===== src/rtl/i2c_target_defines.svh =====
/*
  constants of the two-wire target port: framing counts, address widths,
  reset values. assumes nothing beyond being included once per file.
*/
`ifndef I2C_TARGET_DEFINES_SVH
`define I2C_TARGET_DEFINES_SVH
`define BYTE_BITS      4'd8
`define ACK_SLOT       4'd8
`define SLOT_END       4'd9
`define DEV_ADDR_W     7
`define REG_ADDR_W     16
`define REG_ADDR_RESET 16'h0000
`define DEV_ADDR_DFLT  7'h2a
`endif


===== src/rtl/i2c_target_pkg.sv =====
/*
  types of the two-wire target port.
  assumes i2c_target_defines.svh is on the include path.
*/
`include "i2c_target_defines.svh"
package i2c_target_pkg;
  typedef enum logic [2:0] {
    ST_IDLE, ST_DEVADDR, ST_ADDR_HI, ST_ADDR_LO, ST_WDATA, ST_RDATA
  } phase_e;

  typedef struct packed {
    logic                   wr;
    logic [`REG_ADDR_W-1:0] addr;
    logic [7:0]             data;
  } reg_wr_s;

  typedef struct packed {
    logic start;
    logic stop;
    logic rise;
    logic fall;
    logic sda;
  } line_ev_s;
endpackage


===== src/rtl/i2c_line_sync.sv =====
/*
  two-stage synchronisers for the serial clock and data pins, and detection
  of clock edges, start and stop. assumes pins idle high (pulled up).
*/
`timescale 1ns/1ps
module i2c_line_sync
  import i2c_target_pkg::*;
(
  input  wire logic clk_sys,   // system clock
  input  wire logic reset,     // async reset, active high
  input  wire logic scl_in,    // serial clock pin level
  input  wire logic sda_in,    // serial data pin level
  output line_ev_s  ev         // synchronised level and events
);
  logic [1:0] scl_meta;
  logic [1:0] sda_meta;
  logic       scl_q;
  logic       sda_q;

  // first stage feeds only the second
  always_ff @(posedge clk_sys or posedge reset)
  begin
    if (reset)
    begin
      scl_meta <= 2'h3;
      sda_meta <= 2'h3;
    end
    else
    begin
      scl_meta <= {scl_meta[0], scl_in};
      sda_meta <= {sda_meta[0], sda_in};
    end
  end

  always_ff @(posedge clk_sys or posedge reset)
  begin
    if (reset)
    begin
      scl_q <= 1'b1;
      sda_q <= 1'b1;
    end
    else
    begin
      scl_q <= scl_meta[1];
      sda_q <= sda_meta[1];
    end
  end

  always_comb
  begin
    ev.sda   = sda_meta[1];
    ev.rise  = scl_meta[1] & ~scl_q;
    ev.fall  = ~scl_meta[1] & scl_q;
    ev.start = scl_meta[1] & scl_q & sda_q & ~sda_meta[1];
    ev.stop  = scl_meta[1] & scl_q & ~sda_q & sda_meta[1];
  end
endmodule


===== src/rtl/i2c_shift_reg.sv =====
/*
  eight-bit shift register with bit counter: samples on clock rise,
  shifts on that same rise, msb first. assumes event strobes from the sync.
*/
`timescale 1ns/1ps
`include "i2c_target_defines.svh"
module i2c_shift_reg
  import i2c_target_pkg::*;
(
  input  wire logic       clk_sys,  // system clock
  input  wire logic       reset,    // async reset, active high
  input  wire logic       clear,    // restart byte framing
  input  wire logic       load,     // load byte to transmit
  input  wire logic [7:0] load_val, // byte to transmit
  input  wire logic       rise,     // scl rising strobe
  input  wire logic       fall,     // scl falling strobe
  input  wire logic       sda,      // sampled data level
  output logic      [7:0] shreg,    // shift contents
  output logic      [3:0] bitcnt    // rises seen in this slot, 0..9
);
  always_ff @(posedge clk_sys or posedge reset)
  begin
    if (reset)
      shreg <= 8'h00;
    else if (load)
      shreg <= load_val;
    else if (rise && bitcnt < `BYTE_BITS)
      shreg <= {shreg[6:0], sda};
  end

  // 0..7 data bits, 8 waits for the acknowledge sample, 9 until the slot closes;
  // two counts are needed because both falls around the acknowledge look alike
  always_ff @(posedge clk_sys or posedge reset)
  begin
    if (reset)
      bitcnt <= 4'h0;
    else if (clear)
      bitcnt <= 4'h0;
    else if (fall && bitcnt == `SLOT_END)
      bitcnt <= 4'h0;
    else if (rise && bitcnt < `SLOT_END)
      bitcnt <= bitcnt + 4'h1;
  end
endmodule


===== src/rtl/i2c_target_reg_access.sv =====
/*
  two-wire target port giving an external master read and write access to
  the device registers through a sixteen-bit address pointer.
  assumes the register array sits outside: it takes reg_wr and answers
  rd_data combinationally for rd_addr. pins are open drain with pull-ups.
*/
`timescale 1ns/1ps
`include "i2c_target_defines.svh"
module i2c_target_reg_access
  import i2c_target_pkg::*;
(
  input  wire logic                    clk_sys,   // 20 MHz system clock
  input  wire logic                    reset,     // async reset, active high
  input  wire logic [`DEV_ADDR_W-1:0]  dev_addr,  // own target address
  input  wire logic                    scl_in,    // serial clock pin
  input  wire logic                    sda_in,    // serial data pin level
  output logic                         sda_out,   // serial data drive value
  output logic                         sda_oe_n,  // low while pulling data low
  output reg_wr_s                      reg_wr,    // register write strobe
  output logic [`REG_ADDR_W-1:0]       rd_addr,   // register read address
  input  wire logic [7:0]              rd_data,   // register read data
  output logic                         busy       // a transfer is open: from start until stop, a foreign address or a master nack
);
  line_ev_s               ev;
  phase_e                 phase;
  logic [7:0]             shreg;
  logic [3:0]             bitcnt;
  logic [`REG_ADDR_W-1:0] ptr;
  logic [7:0]             addr_hi;
  logic                   drive_low;
  logic                   next_drive_low;
  logic                   load_tx;
  logic                   byte_done;
  logic                   ack_seen;
  logic                   master_ack;
  logic                   ack_open;
  logic                   ack_close;
  logic                   addr_match;
  logic                   read_req;
  logic                   send_next;
  logic [7:0]             rx_byte;
  logic                   next_ack_low;
  logic                   next_bit_low;

  i2c_line_sync u_sync (
    .clk_sys (clk_sys),
    .reset   (reset),
    .scl_in  (scl_in),
    .sda_in  (sda_in),
    .ev      (ev)
  );

  // the first fall after the eighth bit opens the acknowledge slot,
  // the fall after the acknowledge sample closes it
  assign ack_open   = ev.fall && bitcnt == `ACK_SLOT;
  assign ack_close  = ev.fall && bitcnt == `SLOT_END;
  assign addr_match = shreg[7:1] == dev_addr;
  assign read_req   = phase == ST_DEVADDR && addr_match && shreg[0];
  // a read byte goes out after a matched read address or a master acknowledge
  assign send_next  = read_req || (phase == ST_RDATA && master_ack);
  assign load_tx    = ack_close && send_next;
  // byte as it stands once the eighth bit is sampled
  assign rx_byte    = {shreg[6:0], ev.sda};

  i2c_shift_reg u_shift (
    .clk_sys  (clk_sys),
    .reset    (reset),
    .clear    (ev.start | ev.stop),
    .load     (load_tx),
    .load_val (rd_data),
    .rise     (ev.rise),
    .fall     (ev.fall),
    .sda      (ev.sda),
    .shreg    (shreg),
    .bitcnt   (bitcnt)
  );

  // eighth data bit sampled: byte is complete
  assign byte_done = ev.rise && bitcnt == 4'h7;
  // master's answer sampled in the acknowledge slot of a read byte
  assign ack_seen  = ev.rise && bitcnt == `ACK_SLOT && phase == ST_RDATA;
  assign rd_addr   = ptr;
  assign busy      = phase != ST_IDLE;

  always_ff @(posedge clk_sys or posedge reset)
  begin
    if (reset)
      master_ack <= 1'b0;
    else if (ev.start || ev.stop)
      master_ack <= 1'b0;
    else if (ack_seen)
      master_ack <= ~ev.sda;
  end

  always_ff @(posedge clk_sys or posedge reset)
  begin
    if (reset)
      phase <= ST_IDLE;
    else if (ev.start)
      phase <= ST_DEVADDR;
    else if (ev.stop)
      phase <= ST_IDLE;
    else if (ack_close)
    begin
      unique case (phase)
        ST_IDLE:    phase <= ST_IDLE;
        ST_DEVADDR:
        begin
          if (!addr_match)
            phase <= ST_IDLE;
          else if (shreg[0])
            phase <= ST_RDATA;
          else
            phase <= ST_ADDR_HI;
        end
        ST_ADDR_HI: phase <= ST_ADDR_LO;
        ST_ADDR_LO: phase <= ST_WDATA;
        ST_WDATA:   phase <= ST_WDATA;
        ST_RDATA:   phase <= master_ack ? ST_RDATA : ST_IDLE;
      endcase
    end
  end

  // high address byte waits here until the low byte completes the pointer
  always_ff @(posedge clk_sys or posedge reset)
  begin
    if (reset)
      addr_hi <= 8'h00;
    else if (byte_done && phase == ST_ADDR_HI)
      addr_hi <= rx_byte;
  end

  always_ff @(posedge clk_sys or posedge reset)
  begin
    if (reset)
      ptr <= `REG_ADDR_RESET;
    else if (byte_done && phase == ST_ADDR_LO)
      ptr <= {addr_hi, rx_byte};
    else if (byte_done && phase == ST_WDATA)
      ptr <= ptr + 16'h0001;
    else if (ack_seen)
      ptr <= ptr + 16'h0001;
  end

  // one-cycle strobe; address and data hold until the next write
  always_ff @(posedge clk_sys or posedge reset)
  begin
    if (reset)
      reg_wr <= '0;
    else if (byte_done && phase == ST_WDATA)
    begin
      reg_wr.wr   <= 1'b1;
      reg_wr.addr <= ptr;
      reg_wr.data <= rx_byte;
    end
    else
      reg_wr.wr <= 1'b0;
  end

  // acknowledge decision, applied at the fall that opens the slot
  always_comb
  begin
    next_ack_low = 1'b0;
    unique case (phase)
      ST_DEVADDR:                       next_ack_low = addr_match;
      ST_ADDR_HI, ST_ADDR_LO, ST_WDATA: next_ack_low = 1'b1;
      default:                          next_ack_low = 1'b0;
    endcase
  end

  // the first bit of a read byte comes straight from rd_data because the shift
  // register loads on that same fall; later bits have shifted up to the top
  always_comb
  begin
    next_bit_low = 1'b0;
    if (bitcnt == `SLOT_END)
      next_bit_low = send_next && ~rd_data[7];
    else if (phase == ST_RDATA && bitcnt != 4'h0 && bitcnt < `BYTE_BITS)
      next_bit_low = ~shreg[7];
  end

  // drive decisions taken on clock fall, so data only moves while low
  always_comb
  begin
    next_drive_low = drive_low;
    if (ev.start || ev.stop)
      next_drive_low = 1'b0;
    else if (ack_open)
      next_drive_low = next_ack_low;
    else if (ev.fall)
      next_drive_low = next_bit_low;
  end

  always_ff @(posedge clk_sys or posedge reset)
  begin
    if (reset)
      drive_low <= 1'b0;
    else
      drive_low <= next_drive_low;
  end

  // open drain: output value low, enable low only while pulling down; scl never driven
  assign sda_out  = 1'b0;
  assign sda_oe_n = ~drive_low;
endmodule


===== config.mk =====
export PLATFORM = sky130hd
export DESIGN_NAME = i2c_target_reg_access
export DESIGN_NICKNAME = d
export VERILOG_FILES = /design/src/rtl/i2c_target_pkg.sv /design/src/rtl/i2c_line_sync.sv /design/src/rtl/i2c_shift_reg.sv /design/src/rtl/i2c_target_reg_access.sv
export VERILOG_INCLUDE_DIRS = /design/src /design/src/rtl
export SDC_FILE = /design/constraint.sdc
export NUM_CORES = 1
export LEC_CHECK = 0
export BUFFER_PORTS_ARGS = -buffer_cell sky130_fd_sc_hd__buf_4
export CORE_ASPECT_RATIO = 0.5
export CORE_MARGIN = 2
export CORE_UTILIZATION = 50
export DETAILED_ROUTE_END_ITERATION = 7
export PLACE_DENSITY = 0.73
export SYNTH_ARGS = -nofsm -noshare
export SYNTH_HDL_FRONTEND = slang
export SYNTH_SLANG_ARGS = --single-unit

===== constraint.sdc =====
create_clock -name clk_sys -period 5.85 [get_ports clk_sys]
set_input_delay 0.2925 -clock clk_sys [delete_from_list [all_inputs] [get_ports clk_sys]]
set_output_delay 0.2925 -clock clk_sys [all_outputs]
set_load 0.02 [all_outputs]

==> results.yml, run 1 <==
routing:
  vias: 2608
  ant_nets: 0
  viasPerCell: 5.49
  drc: 0
  first_pass_iters: 4
  drt-initial-drc-count: 189
  routed_wl_um: 7800
  wl_per_cell_um: 16.4
critical_path:
  max_stage_delay_ps: 940
  crit_type: "register to register"
  worst-path-buf-inv: 1
  endpoint_kind: "register"
  rr_endpoint: "reg_wr[20]"
  r2r_start: "u_sync.scl_meta[1]"
  critPathLaunchType: "register"
  r2r_slack_ps: 3120
  critPathTopFamily: "simple AND/OR/NAND/NOR gates"
  critPathMaxFanout: 25
  crit_required_ps: 6070
  worstSetupStartpoint: "u_sync.scl_meta[1]"
  r2r_cells: 5
  slowest_stage: "and3_1"
  arrival_ps: 2940
  crit_path_cell_trace: "nor3b_1 > buf_4 > and2_1 > and3_1 > mux2_2"
timing:
  post-route-period-util: 0.466
  period_minus_slack_ps: 2730
  slew-limit-headroom: 0.215
  max_freq_mhz: 367
  grt_setup_unrepaired: "no"
  skew_ps: 9.16
  setup_viol: 0
  hold_ws_ps: 62.5
  tightest_slew_ps: 1180
  hold_violations: 0
  final_max_slew_viol_count: 0
  finalSetupTns_ps: 0
grt:
  grt-ovfl-total: 0
  gr-usage-all-layers: 0.222
  use_met2: 0.354
  grt_first_pass_wirelength_um: 13100
  grt_max_degree: 73
  antenna_found_initial: 0
  grt_use_met3: 0.0652
  grt.met1_usage: 0.291
  busiest_layer: "met2"
  grt_pass1_vias: 2626
die:
  fp.coreArea_um2: 6780
  start_util: 0.525
  die-area_um2: 7850
  die_w_um: 123
  fp-row-count: 21
  pin_count: 63
  fp.dieH_um: 63.7
clock_tree:
  post-cts-setup-buffers: 0
  cts_made_buffers: 9
  hold_buffers: 0
  clkTransAtPathRegs_ps: 50
  cts_buffer_depth: 2
  cts_max_level: 3
  clkLatencyLatePin_ps: 340
  cts_tree: "done"
  cts.sinks: 72
  cts.root.buffer_cell: "clkbuf_16"
  cts_resized: 0
pwr:
  p_sw_frac: 0.259
  clockPowerShare: 0.420
  p_switching_mw: 0.320
  leakage_nw: 2.08
  p_seq_frac: 0.471
  p_per_area_nw_per_um2: 284
  power_mw: 1.24
  ir_drop_mv: 0.179
  p_int_mw: 0.918
  combPwrFrac: 0.109
yosys:
  syn_nets: 343
  synth_area_per_cell_um2: 11.1
  syn-instance-count: 320
  synth_top_cell_by_area: "dfrtp_1"
  ys_types: 49
  ys_async_sr_fraction: 1.00
  synth-seq-cells: 72
  yosysWarnings: 0
  syn_area_um2: 3560
  seq_area_frac_synth: 0.508
  synth_top_area_frac: 0.464
  synthFlopType: "dfrtp_1"
  synth.area.top_cells: "dfrtp_1 46%, mux2_1 8.2%, mux2_2 6.6%"
  synth_edf_count: 0
layout:
  final_common_cell: "dfrtp_1"
  nFillCells: 549
  regArea_um2: 1810
  nets: 403
  design_area_um2: 4360
  final_layout_size_suffix_gt1_frac: 0.298
  areaGrowthSynthToFinish_pct: 22.4
  final_cell_mix: "66 x dfrtp_1, 64 x buf_4, 33 x nor2_1, 26 x mux2_1"
  multi_input_area_um2: 1640
  diodes: 0
hold_path:
  hold_end: "u_sync.sda_meta[0]"
  hold_path_depth: 1
  min_path_type: "input port to register"
  worstHoldStart: "sda_in"
placed_design:
  gp_congestion: 0.852
  dpl_cell_area_um2: 4080
  hpwl_um: 5400
  io_buffer_count: 61
run_status:
  status: "finished clean"
flow_run:
  cap_violations: 0
[cell usage after synthesis (all sizes together) (6+ instances only)]
cell,instances
dfrtp,66
mux2,47
nor2,33
a21oi,21
nand2,17
xnor2,14
o21ai,13
xor2,10
inv,9
nor3,9
buf,8
clkbuf,7
dfstp,6
nor2b,6
[cells by family (layout without fill, tap and decap cells)]
group / after synthesis / after routing / synth area share
compound gates: 45 / 45 / 0.0787
buf+inv: 24 / 87 / 0.0306
simple gates: 101 / 101 / 0.154
other cells: 1 / 1 / 0.00105
mux: 49 / 49 / 0.154
fa+ha+maj: 4 / 4 / 0.0141
flops: 72 / 72 / 0.508
xor+xnor: 24 / 24 / 0.0590
[state kept, by name, summed over array words and instances (netlist names)]
signal and flops:
addr_hi 8, drive_low 1, master_ack 1, phase 3
rd_addr 16, reg_wr 25, u_shift.bitcnt 4, u_shift.shreg 8
u_sync.scl_meta 2, u_sync.scl_q 1, u_sync.sda_meta 2, u_sync.sda_q 1
[per-layer routing]
| layer | wire, um | part of all wire | vias to the layer above |
|---|---|---|---|
| li1 | - | - | 1229 |
| met1 | 3520 | 0.45 | 1321 |
| met2 | 3820 | 0.49 | 47 |
| met3 | 349 | 0.045 | 11 |
| met4 | 111 | 0.014 | 0 |
| met5 | 0 | 0 | - |
[layout make-up]
| type | count | share of cell area |
|---|---|---|
| inverter | 9 | 0.00775 |
| sequential | 72 | 0.415 |
| timing repair buffer | 64 | 0.110 |
| clock buffer | 10 | 0.0525 |
| clock inverter | 4 | 0.0109 |
| tap | 92 | 0.0264 |
| multi-input combinational | 224 | 0.377 |
[power groups by stage]
stage	Combinational [mW]	Sequential, mW	Clock, mW
CTS	0.136	0.582	0.529
floorplan	0.103	0.566	0
detailed placement	0.134	0.590	0
finish	0.135	0.583	0.520
global placement	0.130	0.589	0
global route	0.149	0.589	0.556
[stage by stage]
step	util	worst slack (ps)	std cells
detailed placement	0.602	3120	461
floorplan	-	3740	320
finish	0.643	3120	475
global route	0.643	2890	475
CTS	0.643	3100	475
global placement	0.602	3170	461
[worst max path at each step]
stage | cells after the start | slack, ps | to
final | 5 | 3120 | reg_wr[20]
after global routing | 5 | 2890 | reg_wr[20]
after CTS | 5 | 3100 | reg_wr[20]
after detailed placement | 5 | 3120 | reg_wr[20]
after global placement | 5 | 3170 | reg_wr[22]
after floorplan | 1 | 3740 | addr_hi[0]
Power figures use the tool's default switching activity.
==> run 2: changes to the inputs <==
--- a/config.mk
+++ b/config.mk
@@ -6,6 +6,7 @@
 export SDC_FILE = /design/constraint.sdc
 export NUM_CORES = 1
 export LEC_CHECK = 0
+export ABC_AREA = 1
 export BUFFER_PORTS_ARGS = -buffer_cell sky130_fd_sc_hd__buf_4
 export CORE_ASPECT_RATIO = 0.5
 export CORE_MARGIN = 2
==> constraint.sdc (replaced) <==
create_clock -name clk_sys -period 2.6 [get_ports clk_sys]
set_input_delay 0.13 -clock clk_sys [delete_from_list [all_inputs] [get_ports clk_sys]]
set_output_delay 0.13 -clock clk_sys [all_outputs]
set_load 0.02 [all_outputs]
==> results.yml, run 2 <==
timing:
  finalSetupTns_ps: 0
  post-route-period-util: 0.890
  setup_slack_ps: 285
  final_max_slew_viol_count: 0
  setup_viol: 0
  max_freq_mhz: 432
  hold_ws_ps: 63.5
  tightest_slew_ps: 609
  skew_ps: 7.46
  slew-limit-headroom: 0.593
  grt_setup_unrepaired: "no"
  period_minus_slack_ps: 2320
  hold_violations: 0
yosys:
  syn_nets: 448
  ys_types: 32
  synth.area.top_cells: "dfrtp_1 47%, nand2_1 11%, o21ai_0 6.5%"
  yosysMostFrequentCell: "nand2_1"
  synth_top_cell_by_area: "dfrtp_1"
  synth_top_area_frac: 0.467
  yosysWarnings: 0
  synth_common_cells: "100 x nand2_1, 66 x dfrtp_1, 53 x inv_1"
  synth_edf_count: 0
  seq_area_frac_synth: 0.511
  synth_area_per_cell_um2: 8.32
  syn_area_um2: 3540
  synthFlopType: "dfrtp_1"
  syn-instance-count: 425
  ys_async_sr_fraction: 1.00
  synth-seq-cells: 72
grt:
  antenna_found_initial: 0
  gr-usage-all-layers: 0.223
  grt_max_degree: 73
  grt_first_pass_wirelength_um: 13200
  grt_pass1_vias: 2742
  grt-ovfl-total: 0
clock_tree:
  cts.sinks: 72
  post-cts-setup-buffers: 0
  cts_buffer_depth: 2
  cts_max_level: 3
  clkLatencyLatePin_ps: 340
  cts.root.buffer_cell: "clkbuf_16"
  cts_tree: "done"
  cts_made_buffers: 9
  clkTransAtPathRegs_ps: 60
routing:
  viasPerCell: 5.05
  vias: 2957
  first_pass_iters: 4
  routed_wl_um: 7760
  ant_nets: 0
  wl_per_cell_um: 13.3
  drt-initial-drc-count: 187
  drc: 0
critical_path:
  endpoint_kind: "register"
  critPathMaxFanout: 30
  rr_endpoint: "rd_addr[9]"
  max_stage_delay_ps: 580
  r2r_slack_ps: 280
  r2r_cells: 8
  crit_required_ps: 2850
  critPathLaunchType: "register"
  slowest_stage: "dfstp_2"
  arrival_ps: 2570
  crit_path_cell_trace: "nand2_2 > nor2_4 > nand3_4 > nor2_4 > nor2_1 > nand2_2 > o21ai_0 > o22ai_1"
  crit_type: "register to register"
  r2r_start: "u_sync.scl_meta[1]"
die:
  fp-row-count: 21
  start_util: 0.524
  fp.coreArea_um2: 6750
  die_w_um: 123
  fp.dieH_um: 63.5
  die-area_um2: 7800
  pin_count: 63
placed_design:
  hpwl_um: 5500
  io_buffer_count: 61
  gp_congestion: 0.922
  pre_cts_ws_ps: 311
pwr:
  p_per_area_nw_per_um2: 701
  ir_drop_mv: 0.440
  leakage_nw: 2.18
layout:
  diodes: 0
  largest_register_ffs: 25
  final_cell_mix: "100 x nand2_1, 66 x dfrtp_1, 62 x buf_4, 52 x inv_1, 46 x o21ai_0"
  largest_register: "reg_wr"
  final_layout_size_suffix_gt1_frac: 0.207
  areaGrowthSynthToFinish_pct: 23.9
  nets: 511
  nFillCells: 592
  final_common_cell: "nand2_1"
hold_path:
  hold_path_depth: 3
  hold_end: "u_shift.shreg[6]"
  min_path_type: "input port to register"
  worstHoldStart: "rd_data[6]"
flow_run:
  cap_violations: 0
run_status:
  status: "finished clean"
## run 2: report_power, final
part           internal, mW  total, mW  switching [mW]
clock network         0.771       1.25           0.475
logic                 0.180      0.488           0.308
registers              1.22       1.34           0.114
## run 2: repair_timing
action                                  in CTS  in global routing
endpoints found under the setup margin       0                  0
hold buffers                                 3                  0
hold endpoints to repair                    68                  0
resized for setup                            0                  0
## run 2: critical path: cells and delay by family, from the launching register on
family / cells / cell delay, ps
AOI/OAI and AO/OA: 2 / 350
and+or+nand+nor: 6 / 1300
DFF: 1 / 580
## run 2: cell families (layout without fill, tap and decap cells)
group                    Yosys count  count (layout)  share of synthesized area
AO/OA/AOI/OAI                     93              93                      0.148
XOR/XNOR                          10              10                     0.0248
adder cells (fa/ha/maj)            4               4                     0.0141
buffers and inverters             70             138                     0.0849
flip-flops                        72              72                      0.511
other                              1               1                    0.00106
AND/OR/NAND/NOR                  175             175                      0.216
## run 2: how the worst max path moves through the flow
stage	start	end	slack (ps)	depth (start not counted)
finish	u_sync.scl_meta[1]	rd_addr[9]	280	8
global route	u_sync.scl_meta[1]	rd_addr[8]	60	8
CTS	u_sync.scl_meta[1]	rd_addr[9]	300	8
detailed placement	u_sync.scl_meta[1]	rd_addr[9]	310	8
global placement	u_sync.scl_meta[1]	rd_addr[5]	410	9
floorplan	reset	addr_hi[0]	660	1
## run 2: cell type report
| cell class | count | area, um^2 | area share |
|---|---|---|---|
| Multi-Input combinational cell | 283 | 1430 | 0.326 |
| Timing Repair Buffer | 66 | 515 | 0.118 |
| Sequential cell | 72 | 1810 | 0.413 |
| Inverter | 56 | 210 | 0.0479 |
| Clock buffer | 10 | 239 | 0.0545 |
| Tap cell | 92 | 115 | 0.0263 |
| Clock inverter | 6 | 67.6 | 0.0154 |
## run 2: metrics by stage
step	utilization	instances	total power, mW	area, um^2
after floorplan	-	425	1.66	3540
after global placement	0.599	566	1.83	4050
after detailed placement	0.599	566	1.85	4050
after CTS	0.649	585	3.11	4380
after global routing	0.649	585	3.23	4380
final	0.649	585	3.07	4380
## run 2: routing by layer
metal	share of wire	global-route usage
met5	0	0
met3	0.054	0.0770
met4	0.012	0.0733
met2	0.44	0.327
met1	0.49	0.310
